### config.mk
export PLATFORM = sky130hd
export DESIGN_NAME = crs_slave
export DESIGN_NICKNAME = d
export VERILOG_FILES = /design/src/crs_pkg.sv /design/src/crs_slave.sv
export SDC_FILE = /design/constraint.sdc
export NUM_CORES = 1
export LEC_CHECK = 0
export ABC_CLOCK_PERIOD_IN_PS = 2100
export BUFFER_PORTS_ARGS = -buffer_cell sky130_fd_sc_hd__buf_2
export CAP_MARGIN = 10
export CORE_MARGIN = 5
export CORE_UTILIZATION = 28
export DETAILED_ROUTE_END_ITERATION = 12
export PLACE_DENSITY = 0.61
export SLEW_MARGIN = 20
export SYNTH_ARGS = -nofsm -noshare
export SYNTH_HDL_FRONTEND = slang
export SYNTH_SLANG_ARGS = --single-unit
### constraint.sdc
create_clock -name mclk -period 2.1 [get_ports mclk]
set_input_delay 0.63 -clock mclk [delete_from_list [all_inputs] [get_ports mclk]]
set_output_delay 0.63 -clock mclk [all_outputs]
set_load 0.005 [all_outputs]
### src/crs_pkg.sv
// constants, field layout and pin carrier for the configuration space slave
package crs_pkg;

  // byte offsets inside the board's 512 KB configuration region
  localparam int          OFF_W          = 19;
  localparam logic [18:0] OFF_CHECKSUM   = 19'h00003;
  localparam logic [18:0] OFF_LENGTH     = 19'h00007;
  localparam logic [18:0] OFF_ROM_WIDTH  = 19'h00013;
  localparam logic [18:0] OFF_AREA_WIDTH = 19'h00017;
  localparam logic [18:0] OFF_SPEC       = 19'h0001B;
  localparam logic [18:0] OFF_MARK_FIRST = 19'h0001F;
  localparam logic [18:0] OFF_MARK_SECND = 19'h00023;
  localparam logic [18:0] OFF_MAKER      = 19'h00027;
  localparam logic [18:0] OFF_BOARD      = 19'h00033;
  localparam logic [18:0] OFF_TEXT       = 19'h00053;
  localparam logic [18:0] OFF_PROG       = 19'h0007F;
  localparam logic [18:0] OFF_USER       = 19'h00080;
  localparam logic [18:0] OFF_BIT_CLEAR  = 19'h7FFF7;
  localparam logic [18:0] OFF_BIT_SET    = 19'h7FFFB;
  localparam logic [18:0] OFF_REGION     = 19'h7FFFF;

  // rom entries sit on every fourth byte
  localparam logic [18:0] ROM_STRIDE     = 19'h00004;
  // number of strided header bytes from the length field up to the program code
  localparam int          HDR_SLOTS      = 31;

  // bit positions of the set/clear control bytes
  localparam int          BIT_RESET      = 7;
  localparam int          BIT_SYSFAIL    = 6;
  localparam int          BIT_FAILED     = 5;
  // region number field of the region select byte
  localparam int          REGION_LSB     = 3;
  localparam int          REGION_W       = 5;

  // access width codes
  localparam logic [7:0]  WIDTH_BYTE_4TH = 8'h81;
  localparam logic [7:0]  WIDTH_BYTE_2ND = 8'h82;
  localparam logic [7:0]  WIDTH_D16      = 8'h83;
  localparam logic [7:0]  WIDTH_D32      = 8'h84;

  // valid rom marker bytes
  localparam logic [7:0]  MARK_FIRST     = 8'h43;
  localparam logic [7:0]  MARK_SECOND    = 8'h52;

  // length limits of the checksummed area
  localparam logic [23:0] LENGTH_MIN     = 24'h00001F;
  localparam logic [23:0] LENGTH_MAX     = 24'h07FFF0;

  // reset values
  localparam logic [4:0]  REGION_RESET   = 5'h01;
  localparam logic [7:0]  BYTE_ZERO      = 8'h00;

  // backplane inputs as seen at the pins (active low strobes)
  typedef struct packed {
    logic [23:1] addr;
    logic [5:0]  am;
    logic        as_n;
    logic [1:0]  ds_n;
    logic        lword_n;
    logic        write_n;
    logic        iack_n;
    logic [31:0] data;
  } crs_bus_in_t;

endpackage : crs_pkg

### src/crs_slave.sv
// configuration rom and control/status slave on the asynchronous backplane
`timescale 1ns/1ps
`default_nettype none

// Functional notes
// RL1: decode 32 regions by A23..A19
// RL2: A18..A1 pick location inside region
// RL3: D08(O), D08(EO), D16, D32 accesses served
// RL4: one 512 KB region, rom low, registers high
// RL5: rom readable bytewise every fourth byte from 0x03
// RL6: region select at top, bits 7..3, 1..31
// RL7: bit-set writes ones set reset/sysfail
// RL8: bit-clear writes ones clear reset/sysfail
// RL9: bit 5 reads failed, writes ignored
// RL10: reset mode leaves bus behaviour untouched
// RL11: byte 0x03 holds two's complement checksum
// RL12: three-byte length, msb first, 0x1F..0x7FFF0
// RL13: byte 0x13 gives rom access width
// RL14: byte 0x17 gives register area width
// RL15: marker bytes 0x43 and 0x52
// RL16: maker id and board_identifier bytes
// RL17: program code at 0x7F, user area 0x80
// RL18: busy or deadlock answered with retry; code retries on res_busy only, res_deadlock alone is acknowledged
// RL19: ignored retry ends in dtack or berr
// RL20: master ends cycle on seeing retry
// RL21: retry only in address phase of block
// RL22: master yields bus after honoured retry
// RL23: one flop per control state, both read
module crs_slave #(
  parameter logic [5:0]  CFG_AM      = 6'h2F,      // address modifier of config space
  parameter logic [23:0] ROM_LENGTH  = 24'h00001F, // bytes covered by the checksum
  parameter logic [7:0]  ROM_WIDTH   = 8'h81,      // rom access width code
  parameter logic [7:0]  AREA_WIDTH  = 8'h81,      // register area access width code
  parameter logic [7:0]  SPEC_ID     = 8'h01,      // space layout version
  parameter logic [23:0] MAKER_ID    = 24'h5A5A01, // arbitrary value
  parameter logic [31:0] BOARD_IDENTIFIER    = 32'h00C0FFEE, // arbitrary value
  parameter logic [23:0] TEXT_PTR    = 24'h000000, // no text string
  parameter logic [7:0]  PROG_CODE   = 8'h01,      // id rom only
  parameter logic [4:0]  REGION_INIT = crs_pkg::REGION_RESET
) (
  input  wire logic                 mclk,           // 20 MHz board clock
  input  wire logic                 arst_n,         // asynchronous reset
  input  wire crs_pkg::crs_bus_in_t bus_in,         // backplane pins in
  output logic [31:0]               data_out,       // read data to pins
  output logic                      data_oe,        // data lines driven
  output logic                      dtack_n_out,    // acknowledge level
  output logic                      dtack_oe,       // acknowledge driven
  output logic                      berr_n_out,     // bus error level
  output logic                      berr_oe,        // bus error driven
  output logic                      retry_n_out,    // retry level
  output logic                      retry_oe,       // retry driven
  output logic                      sysfail_n_out,  // failure line level
  output logic                      sysfail_oe,     // failure line driven
  input  wire logic                 res_busy,       // addressed resource busy
  input  wire logic                 res_deadlock,   // deadlock detected
  input  wire logic                 board_failed,   // board self test failed
  output logic                      reset_mode,     // board held in reset mode
  output logic                      sysfail_enable, // failure driver enabled
  output logic [4:0]                region_number   // selected region
);

  // handshake states
  typedef enum logic [5:0] {
    ST_IDLE  = 6'b000001,
    ST_ACK   = 6'b000010,
    ST_RETRY = 6'b000100,
    ST_BERR  = 6'b001000,
    ST_END   = 6'b010000,
    ST_REL   = 6'b100000
  } crs_state_t;

  crs_pkg::crs_bus_in_t bus_meta;     // first synchroniser stage
  crs_pkg::crs_bus_in_t bus_s;        // second stage, safe to use
  crs_state_t           state;        // handshake state
  crs_state_t           next_state;   // next handshake state
  logic                 first_phase;  // no data phase yet under this strobe
  logic                 retry_was;    // retry was shown this cycle
  logic                 berr_flag;    // cycle answered with bus error
  logic                 selected;     // address decodes to this board
  logic                 ds_any;       // any data strobe low
  logic                 start;        // data phase request
  logic                 commit;       // access performed this edge
  logic [18:0]          wr_off;       // byte addressed on lane D7..D0
  logic [18:0]          grp_off;      // base of addressed 4-byte group
  logic [31:0]          next_rdata;   // read word for this access
  logic [7:0]           wr_byte;      // write data on lane D7..D0

  // checksum over the strided header from the length field on
  function automatic logic [7:0] hdr_byte(input logic [18:0] off);
    logic [7:0] v;
    v = crs_pkg::BYTE_ZERO;
    case (off)
      // RL12: length msb first
      crs_pkg::OFF_LENGTH:                               v = ROM_LENGTH[23:16];
      crs_pkg::OFF_LENGTH + crs_pkg::ROM_STRIDE:         v = ROM_LENGTH[15:8];
      crs_pkg::OFF_LENGTH + crs_pkg::ROM_STRIDE * 19'h2: v = ROM_LENGTH[7:0];
      // RL13: rom width code
      crs_pkg::OFF_ROM_WIDTH:                            v = ROM_WIDTH;
      // RL14: register area width
      crs_pkg::OFF_AREA_WIDTH:                           v = AREA_WIDTH;
      crs_pkg::OFF_SPEC:                                 v = SPEC_ID;
      // RL15: valid marker bytes
      crs_pkg::OFF_MARK_FIRST:                           v = crs_pkg::MARK_FIRST;
      crs_pkg::OFF_MARK_SECND:                           v = crs_pkg::MARK_SECOND;
      // RL16: maker and board ids
      crs_pkg::OFF_MAKER:                                v = MAKER_ID[23:16];
      crs_pkg::OFF_MAKER + crs_pkg::ROM_STRIDE:          v = MAKER_ID[15:8];
      crs_pkg::OFF_MAKER + crs_pkg::ROM_STRIDE * 19'h2:  v = MAKER_ID[7:0];
      crs_pkg::OFF_BOARD:                                v = BOARD_IDENTIFIER[31:24];
      crs_pkg::OFF_BOARD + crs_pkg::ROM_STRIDE:          v = BOARD_IDENTIFIER[23:16];
      crs_pkg::OFF_BOARD + crs_pkg::ROM_STRIDE * 19'h2:  v = BOARD_IDENTIFIER[15:8];
      crs_pkg::OFF_BOARD + crs_pkg::ROM_STRIDE * 19'h3:  v = BOARD_IDENTIFIER[7:0];
      crs_pkg::OFF_TEXT:                                 v = TEXT_PTR[23:16];
      crs_pkg::OFF_TEXT + crs_pkg::ROM_STRIDE:           v = TEXT_PTR[15:8];
      crs_pkg::OFF_TEXT + crs_pkg::ROM_STRIDE * 19'h2:   v = TEXT_PTR[7:0];
      // RL17: program code byte
      crs_pkg::OFF_PROG:                                 v = PROG_CODE;
      default:                                     v = crs_pkg::BYTE_ZERO;
    endcase
    return v;
  endfunction : hdr_byte

  // sum of the covered bytes, negated so the total comes to zero
  function automatic logic [7:0] calc_checksum();
    logic [7:0]  sum;
    logic [18:0] off;
    sum = crs_pkg::BYTE_ZERO;
    off = crs_pkg::OFF_LENGTH;
    for (int i = 0; i < crs_pkg::HDR_SLOTS; i++) begin
      if (24'(i) < ROM_LENGTH) begin
        sum = sum + hdr_byte(off);
      end
      off = off + crs_pkg::ROM_STRIDE;
    end
    return 8'(~sum + 8'h01);
  endfunction : calc_checksum

  // RL11: checksum byte
  localparam logic [7:0] ROM_CHECKSUM = calc_checksum();

  // full read map: rom at the bottom, control bytes at the top
  function automatic logic [7:0] rd_byte(input logic [18:0] off);
    logic [7:0] v;
    v = crs_pkg::BYTE_ZERO;
    // RL4: rom low, control area high
    if (off == crs_pkg::OFF_CHECKSUM) begin
      v = ROM_CHECKSUM;
    end else if (off < crs_pkg::OFF_USER) begin
      v = hdr_byte(off);
    end else if (off == crs_pkg::OFF_REGION) begin
      v = {region_number, 3'h0};
    end else if (off == crs_pkg::OFF_BIT_SET || off == crs_pkg::OFF_BIT_CLEAR) begin
      // RL23: both registers read the same flops
      v = {reset_mode, sysfail_enable, board_failed, 5'h00};
    end
    return v;
  endfunction : rd_byte

  // two-flop synchroniser on every backplane input
  always_ff @(posedge mclk or negedge arst_n) begin
    if (!arst_n) begin
      bus_meta <= '1;
      bus_s    <= '1;
    end else begin
      bus_meta <= bus_in;
      bus_s    <= bus_meta;
    end
  end

  // address decode and request detect
  always_comb begin
    // RL1: region by the top five address bits
    selected = (bus_s.am == CFG_AM) && bus_s.iack_n && !bus_s.as_n &&
               (bus_s.addr[23:19] == region_number);
    ds_any   = !bus_s.ds_n[0] || !bus_s.ds_n[1];
    start    = selected && ds_any;
  end

  // RL2: location from A18..A1 and lword_n
  always_comb begin
    grp_off = {bus_s.addr[18:2], 2'b00};
    wr_off  = !bus_s.lword_n ? {bus_s.addr[18:2], 2'b11} : {bus_s.addr[18:1], 1'b1};
    wr_byte = bus_s.data[7:0];
  end

  // RL3: lane placement for byte, double byte and quad byte reads
  always_comb begin
    if (!bus_s.lword_n) begin
      next_rdata = {rd_byte(grp_off), rd_byte(grp_off | 19'h00001),
                    rd_byte(grp_off | 19'h00002), rd_byte(grp_off | 19'h00003)};
    end else begin
      // RL5: odd byte on D7..D0 for byte reads
      next_rdata = {16'h0000, rd_byte({bus_s.addr[18:1], 1'b0}),
                    rd_byte({bus_s.addr[18:1], 1'b1})};
    end
  end

  // next handshake state
  always_comb begin
    next_state = state;
    commit     = 1'b0;
    case (state)
      ST_IDLE: begin
        if (start) begin
          // RL21: retry only before the first data phase
          if (res_busy && first_phase) begin
            next_state = ST_RETRY;
          end else if (!res_busy) begin
            next_state = ST_ACK;
            commit     = 1'b1;
          end
        end
      end
      ST_RETRY: begin
        // RL19: master kept the cycle open
        if (!ds_any) begin
          next_state = ST_REL;
        end else if (res_deadlock) begin
          next_state = ST_BERR;
        end else if (!res_busy) begin
          next_state = ST_ACK;
          commit     = 1'b1;
        end
      end
      ST_ACK, ST_BERR: begin
        // hold the answer until the strobes rise
        if (!ds_any) begin
          next_state = ST_END;
        end
      end
      ST_END: begin
        next_state = ST_REL;
      end
      ST_REL: begin
        next_state = ST_IDLE;
      end
      default: begin
        next_state = ST_IDLE;
      end
    endcase
  end

  // state register
  always_ff @(posedge mclk or negedge arst_n) begin
    if (!arst_n) begin
      state <= ST_IDLE;
    end else begin
      state <= next_state;
    end
  end

  // address phase tracking, retry and bus error memory
  always_ff @(posedge mclk or negedge arst_n) begin
    if (!arst_n) begin
      first_phase <= 1'b1;
      retry_was   <= 1'b0;
      berr_flag   <= 1'b0;
    end else begin
      if (bus_s.as_n) begin
        first_phase <= 1'b1;
      end else if (commit) begin
        first_phase <= 1'b0;
      end
      if (next_state == ST_RETRY) begin
        retry_was <= 1'b1;
      end else if (next_state == ST_IDLE) begin
        retry_was <= 1'b0;
      end
      if (next_state == ST_BERR) begin
        berr_flag <= 1'b1;
      end else if (next_state == ST_IDLE) begin
        berr_flag <= 1'b0;
      end
    end
  end

  // read data latch
  always_ff @(posedge mclk or negedge arst_n) begin
    if (!arst_n) begin
      data_out <= 32'h00000000;
    end else if (commit) begin
      data_out <= next_rdata;
    end
  end

  // RL6: region select, only legal region numbers stored
  always_ff @(posedge mclk or negedge arst_n) begin
    if (!arst_n) begin
      region_number <= REGION_INIT;
    end else if (commit && !bus_s.write_n && !bus_s.ds_n[0] &&
                 wr_off == crs_pkg::OFF_REGION &&
                 wr_byte[7:crs_pkg::REGION_LSB] != 5'h00) begin
      region_number <= wr_byte[7:crs_pkg::REGION_LSB];
    end
  end

  // control flops written through the set and clear bytes
  always_ff @(posedge mclk or negedge arst_n) begin
    if (!arst_n) begin
      reset_mode     <= 1'b0;
      sysfail_enable <= 1'b0;
    end else if (commit && !bus_s.write_n && !bus_s.ds_n[0]) begin
      // RL7: ones set, zeros ignored
      if (wr_off == crs_pkg::OFF_BIT_SET) begin
        if (wr_byte[crs_pkg::BIT_RESET]) begin
          reset_mode <= 1'b1;
        end
        if (wr_byte[crs_pkg::BIT_SYSFAIL]) begin
          sysfail_enable <= 1'b1;
        end
      end
      // RL8: ones clear, zeros ignored
      if (wr_off == crs_pkg::OFF_BIT_CLEAR) begin
        if (wr_byte[crs_pkg::BIT_RESET]) begin
          reset_mode <= 1'b0;
        end
        if (wr_byte[crs_pkg::BIT_SYSFAIL]) begin
          sysfail_enable <= 1'b0;
        end
      end
    end
  end

  // pin drive: reset_mode feeds nothing on the bus side
  always_comb begin
    // RL10: bus handshake independent of reset mode
    data_oe       = (state == ST_ACK) && bus_s.write_n;
    dtack_oe      = ((state == ST_ACK) || (state == ST_END) || (state == ST_REL)) &&
                    !berr_flag;
    dtack_n_out   = (state == ST_REL);
    berr_oe       = ((state == ST_BERR) || (state == ST_END) || (state == ST_REL)) &&
                    berr_flag;
    berr_n_out    = (state == ST_REL);
    // RL18: retry low while the resource is busy before the first data phase
    retry_oe      = (state == ST_RETRY) ||
                    (retry_was && ((state == ST_ACK) || (state == ST_BERR)));
    retry_n_out   = (state != ST_RETRY);
    // RL9: failed flag only from the board
    sysfail_oe    = sysfail_enable && board_failed;
    sysfail_n_out = 1'b0;
  end

  // checks

  a_ack_berr_excl: assert property (@(posedge mclk) disable iff (!arst_n) // RL19
    !(dtack_oe && !dtack_n_out && berr_oe && !berr_n_out))
    else $error("dtack and berr driven low together");

  a_retry_addr_phase: assert property (@(posedge mclk) disable iff (!arst_n) // RL21
    (state == ST_IDLE && start && res_busy && !first_phase) |=> state != ST_RETRY)
    else $error("retry issued in a data phase");

  a_busy_retry: assert property (@(posedge mclk) disable iff (!arst_n) // RL18
    (state == ST_IDLE && start && res_busy && first_phase) |=> retry_oe && !retry_n_out)
    else $error("busy resource not answered with retry");

  a_deadlock_berr: assert property (@(posedge mclk) disable iff (!arst_n) // RL19
    (state == ST_RETRY && ds_any && res_deadlock) |=> ##1 (berr_oe && !berr_n_out))
    else $error("deadlock not answered with berr");

  a_busy_free_ack: assert property (@(posedge mclk) disable iff (!arst_n) // RL19
    (state == ST_RETRY && ds_any && !res_deadlock && !res_busy) |=> ##1 (dtack_oe && !dtack_n_out))
    else $error("freed resource not acknowledged");

  a_set_reset: assert property (@(posedge mclk) disable iff (!arst_n) // RL7
    (commit && !bus_s.write_n && !bus_s.ds_n[0] && wr_off == crs_pkg::OFF_BIT_SET &&
     wr_byte[crs_pkg::BIT_RESET]) |=> reset_mode)
    else $error("bit-set write did not enter reset mode");

  a_clear_sysfail: assert property (@(posedge mclk) disable iff (!arst_n) // RL8
    (commit && !bus_s.write_n && !bus_s.ds_n[0] && wr_off == crs_pkg::OFF_BIT_CLEAR &&
     wr_byte[crs_pkg::BIT_SYSFAIL] && !(wr_off == crs_pkg::OFF_BIT_SET)) |=> !sysfail_enable)
    else $error("bit-clear write did not disable the failure driver");

  a_region_legal: assert property (@(posedge mclk) disable iff (!arst_n) // RL6
    $changed(region_number) |-> region_number != 5'h00)
    else $error("region select took region zero");

  a_data_released: assert property (@(posedge mclk) disable iff (!arst_n) // RL3
    (state == ST_ACK && !ds_any) |=> !data_oe && dtack_oe && !dtack_n_out)
    else $error("data not released before dtack rises");

endmodule : crs_slave

`default_nettype wire

==> out/qor.yml, run 1 <==
crit_chain: "or3_4, or4b_4, nand2_1, buf_2"
drt-initial-drc-count: 208
min_period_ns: 2.418
root_buffer: "clkbuf_16"
grt_start_max_net_pins: 46
synth_edf_count: 0
finalMaxSlewViolations: 0
required_ns: 1.47
coreArea_mm2: 0.01531
die_w_um: 135.5
final_area_mm2: 0.005924
first_global_vias: 3182
sw_frac_of_total: 0.2358
fin_ws_ns: -0.3181
power_leakage_nw: 2.597
timing.fmax_ghz: 0.4136
rsz0062_at_grt: "yes"
antenna_found_initial: 0
hold_viol_final: 0
power_mw: 4.086
cts_buffer_depth: 2
grt_pass1_wl_mm: 16.45
wire_per_inst_um: 14.18
diodes: 0
syn_area_mm2: 0.004410
crit_path_max_incr_delay_ns: 0.50
mostFrequentLayoutCells: "83 x dfstp_2, 66 x buf_4, 66 x buf_2"
gp_congestion: 0.8530
routed_via_density: 4.448
async_flop_share: 1.000
htreeDepth: 3
rows: 45
clkPwrFrac: 0.395
grt_usage: 0.1133
cp_max_fo: 3
synth_cells: 367
ant_nets: 0
violations: "setup timing"
switchingPower_uw: 963.7
fin_tns_setup_ns: -1.882
clock-sinks: 104
fin_crit_sh: 1.151
critical_path_arrival_ns: 1.79
initial_core_util: 0.2880
yosysWarnings: 0
p_int_mw: 3.123
skew_ns: 0.01491
cp-start-kind: "flip-flop"
fp.dieH_um: 135.5
crit_type: "reg2out"
grt_overflow_total: 0
dp_hpwl_mm: 7.585
combPwrFrac: 0.069
min_path_type: "in2async"
synth-seq-cells: 104
setup_viol: 14
vias: 3220
p_seq_frac: 0.536
max-vdd-ir-drop_mv: 0.3376
syn_avg_cell_area_um2: 12.02
area_growth_pct: 34.33
die_area_mm2: 0.01836
drive_gt1_frac: 0.5439
outcome: "complete, but fails checks"
synthFlopType: "dfstp_2"
wirelength_mm: 10.27
port_buffers: 67
clkLatencyLatePin_ns: 0.35
io_pins: 120
dr.pass1.iters: 4
final_common_cell: "dfstp_2"
cts_tree: "done"
synth_top_cell_by_area: "dfstp_2"
synth_top_area_share: 0.4945
p_per_area_mw_per_mm2: 689.8
path_clk_slew_ns: 0.08
nets: 580
worstSetupEndpointType: "output pin"
yosysUniqueCellTypes: 61
cap_violations: 0
drc_errors: 0
seq_area_frac_synth: 0.6136
numCtsBuffers: 9
synth_area_leaders: "dfstp_2 49%, dfrtp_1 12%, buf_4 4.4%"
dpl-instance-area_mm2: 0.005348
slowest_stage: "or4b_4"
[final cells by class]
class	instances	area, um2
clock buffers	10	239.0
clock inverters	6	52.55
inverters	6	22.52
well taps	211	264.0
fillers	1496	9390
repair buffers	142	955.9
flip-flops and latches	104	2706
multi-input cells	245	1684
[critical path, delay by kind of cell (launching register included)]
kind	cells	cell delay, ns
DFF	1	0.40
buffers and inverters	1	0.10
and+or+nand+nor	3	0.94
[Yosys cell counts (all sizes together) (7+ instances only)]
master / instances
nor2: 19
nor3: 7
nor4: 9
buf: 28
nand4: 7
xor2: 8
dfstp: 83
o21ai: 24
nand2: 30
clkbuf: 9
a21oi: 16
dfrtp: 21
[per-layer routing]
| metal | GRT usage | vias up | part of all wire |
|---|---|---|---|
| met5 | 0 | - | 0 |
| met4 | 0.03135 | 0 | 0.012 |
| met3 | 0.03789 | 11 | 0.069 |
| met2 | 0.1778 | 111 | 0.47 |
| met1 | 0.1502 | 1543 | 0.45 |
| li1 | - | 1555 | - |
[flip-flops by register name, summed over array words and instances, names as in the netlist, named ones only]
signal	cells
berr_flag	1
state	6
bus_s	40
data_out	8
retry_was	1
region_number	5
first_phase	1
bus_meta	40
[metrics by stage]
stage | hold WS (ns) | util | instances | worst slack [ns]
2_1_floorplan | 0.3344 | - | 391 | -0.06432
3_3_place_gp | 0.3459 | 0.3492 | 692 | -0.2305
3_5_place_dp | 0.3468 | 0.3492 | 692 | -0.2488
4_1_cts | 0.1904 | 0.3729 | 710 | -0.3371
5_1_grt | 0.2185 | 0.3868 | 724 | -0.3805
6_report | 0.1920 | 0.3868 | 724 | -0.3181
[power groups by stage]
stage | sequential (mW) | combinational [mW] | clock (mW)
floorplan | 2.21 | 0.142 | 0
CTS | 2.19 | 0.271 | 1.67
detailed placement | 2.22 | 0.267 | 0
global route | 2.20 | 0.314 | 1.76
finish | 2.19 | 0.280 | 1.62
global placement | 2.22 | 0.264 | 0
[worst paths after layout]
check | from | to | slack, ns | depth (start not counted)
setup / recovery | state[3] | retry_oe | -0.32 | 4
hold / removal | arst_n | asynchronous set/reset pin | 0.19 | 1
setup reg to reg | state[3] | region_number[4] | -0.10 | 6
hold reg to reg | bus_meta[7] | bus_s[7] | 0.34 | 0
max in group asynchronous | arst_n | bus_s[36] | 1.30 | 2
min in group mclk | bus_meta[7] | bus_s[7] | 0.34 | 0
[cells by family after synthesis]
| group | Yosys count | share of synthesized area |
|---|---|---|
| flip-flops | 104 | 0.6136 |
| XOR/XNOR | 9 | 0.01787 |
| buffers and inverters | 43 | 0.06213 |
| AND/OR/NAND/NOR | 113 | 0.1481 |
| AO/OA/AOI/OAI | 86 | 0.1311 |
| other | 1 | 0.0008502 |
| multiplexers | 11 | 0.02638 |
[repair_timing]
item,CTS,global route
pin swaps,8,13
resized for setup,12,22
setup buffers,2,13
endpoints found under the setup margin,13,25
endpoints found under the hold margin,0,0
hold buffers,0,0
cloned,0,1
Power figures use the tool's default switching activity.
==> run 2, diff against run 1 <==
--- a/config.mk
+++ b/config.mk
@@ -8,6 +8,7 @@
 export ABC_CLOCK_PERIOD_IN_PS = 2100
 export BUFFER_PORTS_ARGS = -buffer_cell sky130_fd_sc_hd__buf_2
 export CAP_MARGIN = 10
+export CORE_ASPECT_RATIO = 0.6
 export CORE_MARGIN = 5
 export CORE_UTILIZATION = 28
 export DETAILED_ROUTE_END_ITERATION = 12
==> out/qor.yml, run 2 (same netlist as run 1, synthesis figures left out) <==
outcome: "complete, but fails checks"
violations: "setup timing"
cp_max_fo: 4
ant_nets: 0
worstPathBufferInverterCount: 1
whs_ns: 0.2484
cap_violations: 0
power_mw: 4.194
antenna_found_initial: 0
area_growth_pct: 33.73
wire_per_inst_um: 15.53
final_common_cell: "dfstp_2"
crit_type: "reg2out"
fin_ws_ns: -0.3855
die_w_um: 172.0
finalMaxSlewViolations: 0
path_delay_family: "simple AND/OR/NAND/NOR gates"
reg2reg_slack_ns: -0.10
met3WireLength_um: 733
rsz0062_at_grt: "yes"
skew_ns: 0.01407
hold_viol_final: 0
timing.fmax_ghz: 0.4023
worstSetupEndpointType: "output pin"
worstReg2RegStart: "state[3]"
critical_path_arrival_ns: 1.86
drive_gt1_frac: 0.5386
grt_pass1_wl_mm: 17.47
wirelength_met1_mm: 5.921
p_int_mw: 3.134
sw_frac_of_total: 0.2528
vias: 3230
worstMarginPinSlew_ns: 0.4795
cts_tree: "done"
nets: 572
grt_overflow_total: 0
rows: 35
slowest_stage: "or4b_4"
required_ns: 1.47
htreeDepth: 3
combPwrFrac: 0.068
crit_chain: "or3_4, or4b_4, nand2_2, buf_2"
fin_crit_sh: 1.184
die_area_mm2: 0.01844
max-vdd-ir-drop_mv: 0.3659
largest_registers: "bus_meta x40, bus_s x40, data_out x8"
met2_wirelength_mm: 4.259
initial_core_util: 0.2861
switchingPower_mw: 1.060
gp_congestion: 0.9022
mostFrequentLayoutCells: "83 x dfstp_2, 65 x buf_2, 57 x buf_4"
setup_viol: 17
clkLatencyLatePin_ns: 0.35
r2r_end: "region_number[4]"
grt_start_max_net_pins: 41
io_pins: 120
p_seq_frac: 0.523
crit_path_max_incr_delay_ns: 0.57
routed_via_density: 4.562
cp-start-kind: "flip-flop"
dr.pass1.iters: 5
dp_hpwl_mm: 8.285
wirelength_mm: 11.00
min_path_type: "in2async"
drc_errors: 0
root_buffer: "clkbuf_16"
top_layer: "met4"
path_clk_slew_ns: 0.08
port_buffers: 67
min_period_ns: 2.485
clkPwrFrac: 0.410
fp.dieH_um: 107.2
diodes: 0
relSlewSlack: 0.6721
numCtsBuffers: 9
drt-initial-drc-count: 216
clock-sinks: 104
cts_buffer_depth: 2
coreArea_mm2: 0.01541
rr_worst_depth: 7
grt_usage: 0.1214
p_per_area_mw_per_mm2: 711.1
first_global_vias: 3171
power_leakage_nw: 2.553
run 2: changes by cell type in the layout (fill, tap and decap cells not counted), sizes merged:
cell | before | now
clkinv | 2 | 3
inv | 8 | 9
clkbuf | 10 | 9
buf | 142 | 134
clkinvlp | 2 | 1
run 2: worst max path at each step:
| stage | from | endpoint | slack, ns | cells after the start |
|---|---|---|---|---|
| floorplan | state[3] | region_number[2] | -0.06 | 6 |
| global placement | res_deadlock | region_number[2] | -0.29 | 6 |
| detailed placement | res_deadlock | region_number[2] | -0.31 | 6 |
| CTS | state[5] | retry_oe | -0.41 | 4 |
| global route | state[3] | retry_oe | -0.45 | 4 |
| finish | state[5] | retry_oe | -0.39 | 4 |
run 2: power by group through the flow:
stage	Combinational [mW]	Sequential (mW)	Clock (mW)
CTS	0.280	2.19	1.77
floorplan	0.142	2.21	0
finish	0.285	2.19	1.72
global placement	0.268	2.22	0
global route	0.320	2.20	1.86
detailed placement	0.274	2.23	0
run 2: final cells by class:
| class | instances | area [um2] |
|---|---|---|
| timing repair buffer | 134 | 905.9 |
| fill | 1487 | 9517 |
| clock buffer | 9 | 225.2 |
| sequential | 104 | 2708 |
| inverter | 6 | 22.52 |
| tap | 203 | 254.0 |
| clock inverter | 7 | 92.59 |
| multi-input combinational | 245 | 1690 |
run 2: layer usage:
| layer | up-vias | global-route usage |
|---|---|---|
| li1 | 1541 | - |
| met1 | 1564 | 0.1964 |
| met2 | 117 | 0.1568 |
| met3 | 8 | 0.03242 |
| met4 | 0 | 0.02692 |
| met5 | - | 0 |
run 2: timing repair:
action | CTS | global route
setup buffers | 9 | 0
cloned | 1 | 0
resized for setup | 27 | 15
endpoints found under the setup margin | 21 | 26
pin swaps | 15 | 10
hold buffers | 0 | 0
run 2: through the flow:
stage	instance area [um2]	instances	setup TNS (ns)	utilization	setup WS, ns
after floorplan	4522	391	-0.3310	-	-0.06432
after global placement	5323	682	-2.722	0.3453	-0.2883
after detailed placement	5323	682	-3.068	0.3453	-0.3108
after CTS	5827	708	-3.348	0.3780	-0.4059
after global routing	5898	708	-4.327	0.3826	-0.4479
final	5898	708	-2.569	0.3826	-0.3855
==> run 3, diff against run 2 <==
--- a/config.mk
+++ b/config.mk
@@ -5,14 +5,15 @@
 export SDC_FILE = /design/constraint.sdc
 export NUM_CORES = 1
 export LEC_CHECK = 0
+export ABC_AREA = 1
 export ABC_CLOCK_PERIOD_IN_PS = 2100
 export BUFFER_PORTS_ARGS = -buffer_cell sky130_fd_sc_hd__buf_2
 export CAP_MARGIN = 10
 export CORE_ASPECT_RATIO = 0.6
 export CORE_MARGIN = 5
-export CORE_UTILIZATION = 28
+export CORE_UTILIZATION = 48
 export DETAILED_ROUTE_END_ITERATION = 12
-export PLACE_DENSITY = 0.61
+export PLACE_DENSITY = 0.87
 export SLEW_MARGIN = 20
 export SYNTH_ARGS = -nofsm -noshare
 export SYNTH_HDL_FRONTEND = slang
==> out/qor.yml, run 3 <==
reg2reg_slack_ns: 0.11
drt-initial-drc-count: 288
first_global_vias: 3693
fillers: 852
cp_max_fo: 4
timing.fmax_ghz: 0.4763
cts_tree: "done"
fin_tns_setup_ns: 0
synth_edf_count: 0
root_buffer: "clkbuf_16"
vias: 3938
grt_overflow_total: 0
path_delay_family: "flip-flops"
drive_gt1_frac: 0.3577
async_flop_share: 1.000
min_path_type: "in2async"
p_per_area_mw_per_mm2: 706.2
cap_violations: 0
die_area_mm2: 0.01238
htreeDepth: 3
finalMaxSlewViolations: 0
synth_top_area_share: 0.4456
rows: 28
clkLatencyLatePin_ns: 0.34
final_common_cell: "nand2_1"
numCtsBuffers: 9
routed_via_density: 4.972
post-place-cells: 759
crit_path_start: "state[0]"
required_ns: 1.47
cp-start-kind: "flip-flop"
grt_start_max_net_pins: 38
hold_viol_final: 0
wirelength_mm: 11.53
area_growth_pct: 18.15
slowest_stage: "dfstp_2"
grt_busiest_layer: "met1"
cts_buffer_depth: 2
crit_chain: "nor2_4, nand4_1, nand2_1, o21ai_1, inv_1, buf_2"
mostFrequentLayoutCells: "139 x nand2_1, 83 x dfstp_2, 67 x inv_1"
regArea_mm2: 0.002709
cp.depth: 6
path_clk_slew_ns: 0.07
fin_crit_sh: 0.9999
worstPathBufferInverterCount: 2
final_area_mm2: 0.005783
fin_cells: 792
syn_avg_cell_area_um2: 8.819
critical_path_arrival_ns: 1.47
worstSetupEndpointType: "output pin"
min_period_ns: 2.100
io_pins: 120
diodes: 0
drc_errors: 0
rsz0062_at_grt: "yes"
grtUsageMet2: 0.2704
dp_hpwl_mm: 8.968
worstReg2RegStart: "state[2]"
synth_top_cell_by_area: "dfstp_2"
nets: 724
seq_area_frac_synth: 0.5529
initial_core_util: 0.4937
skew_ns: 0.007819
r2r_end: "retry_was"
met1_usage: 0.2989
gp_congestion: 0.9188
dpl-instance-area_mm2: 0.005344
fp.dieH_um: 88.22
ant_nets: 0
yosysMostFrequentCell: "nand2_1"
crit_path_max_incr_delay_ns: 0.57
max-vdd-ir-drop_mv: 0.6789
multi_input_area_mm2: 0.001813
die_w_um: 140.4
utilization: 0.5833
largest_registers: "bus_meta x40, bus_s x40, data_out x8"
synth-seq-cells: 104
rr_worst_depth: 12
power_leakage_nw: 2.801
synthFlopType: "dfstp_2"
grtUsageMet3: 0.05562
coreArea_mm2: 0.009915
yosysWarnings: 0
syn_area_mm2: 0.004895
clock-sinks: 104
antenna_found_initial: 0
outcome: "finished, final reports clean"
wire_per_inst_um: 14.56
yosysUniqueCellTypes: 34
power_mw: 4.084
port_buffers: 67
synth_cells: 555
crit_type: "reg2out"
dr.pass1.iters: 5
endpoint: "dtack_oe"
synth_area_leaders: "dfstp_2 45%, dfrtp_1 11%, nand2_1 11%"
ys_top_cells_by_count: "139 x nand2_1, 83 x dfstp_2, 69 x inv_1"
grt_pass1_wl_mm: 18.77
grt_usage: 0.1941
setup_viol: 0
cts.hold.buffers_added: 0
==> run 3: changes by cell type after synthesis, sizes merged, moves of 9 or more <==
cell and change:
nand3 +50, clkbuf -9, nand2 +119, nor4 -9
inv +66, nor2 +59
==> run 3: logic make-up (layout without fill, tap and decap cells) <==
group | Yosys count | after routing | synth area share
xor+xnor | 1 | 1 | 0.001790
buf+inv | 101 | 179 | 0.09790
flops | 104 | 104 | 0.5529
other cells | 1 | 25 | 0.0007661
simple gates | 309 | 309 | 0.2996
compound gates | 39 | 39 | 0.04703
==> run 3: worst min path at each step <==
stage                 start                         end  slack [ns]  cells past startpoint
5_1_grt              arst_n  asynchronous set/reset pin        0.24                      1
6_report             arst_n  asynchronous set/reset pin        0.21                      1
3_5_place_dp   bus_meta[34]                   bus_s[34]        0.35                      0
4_1_cts              arst_n  asynchronous set/reset pin        0.22                      1
2_1_floorplan        arst_n  asynchronous set/reset pin        0.33                      0
3_3_place_gp   bus_meta[44]                   bus_s[44]        0.35                      0
==> run 3: where the power goes <==
part	internal, mW	switching, mW
clock	0.836	0.770
sequential	2.15	0.0563
combinational	0.0880	0.180
total	3.08	1.01
==> run 3: repair_timing <==
item,CTS,global route
setup endpoints to repair,3,6
gates resized for setup,6,7
buffers inserted,17,0
pin swaps,6,5
cloned,0,0
==> run 3: metal layers <==
metal  vias to the layer above  wire [um]
met5                         -          0
met4                         0        130
met3                        13       1211
met2                       178       4727
met1                      1856       5464
li1                       1891          -
==> run 3: cell type report <==
class	instances	area share
Clock buffer	10	0.03959
Timing Repair Buffer	90	0.09109
Sequential cell	104	0.4684
Tap cell	135	0.02921
Multi-Input combinational cell	374	0.3135
Clock inverter	6	0.01082
Inverter	73	0.04738
==> run 3: stage by stage <==
step | worst slack, ns | hold WS, ns
floorplan | 0.4430 | 0.3344
CTS | 0.003121 | 0.2209
global route | -0.07733 | 0.2437
finish | 0.0003147 | 0.2129
detailed placement | 0.1931 | 0.3468
global placement | 0.2539 | 0.3457
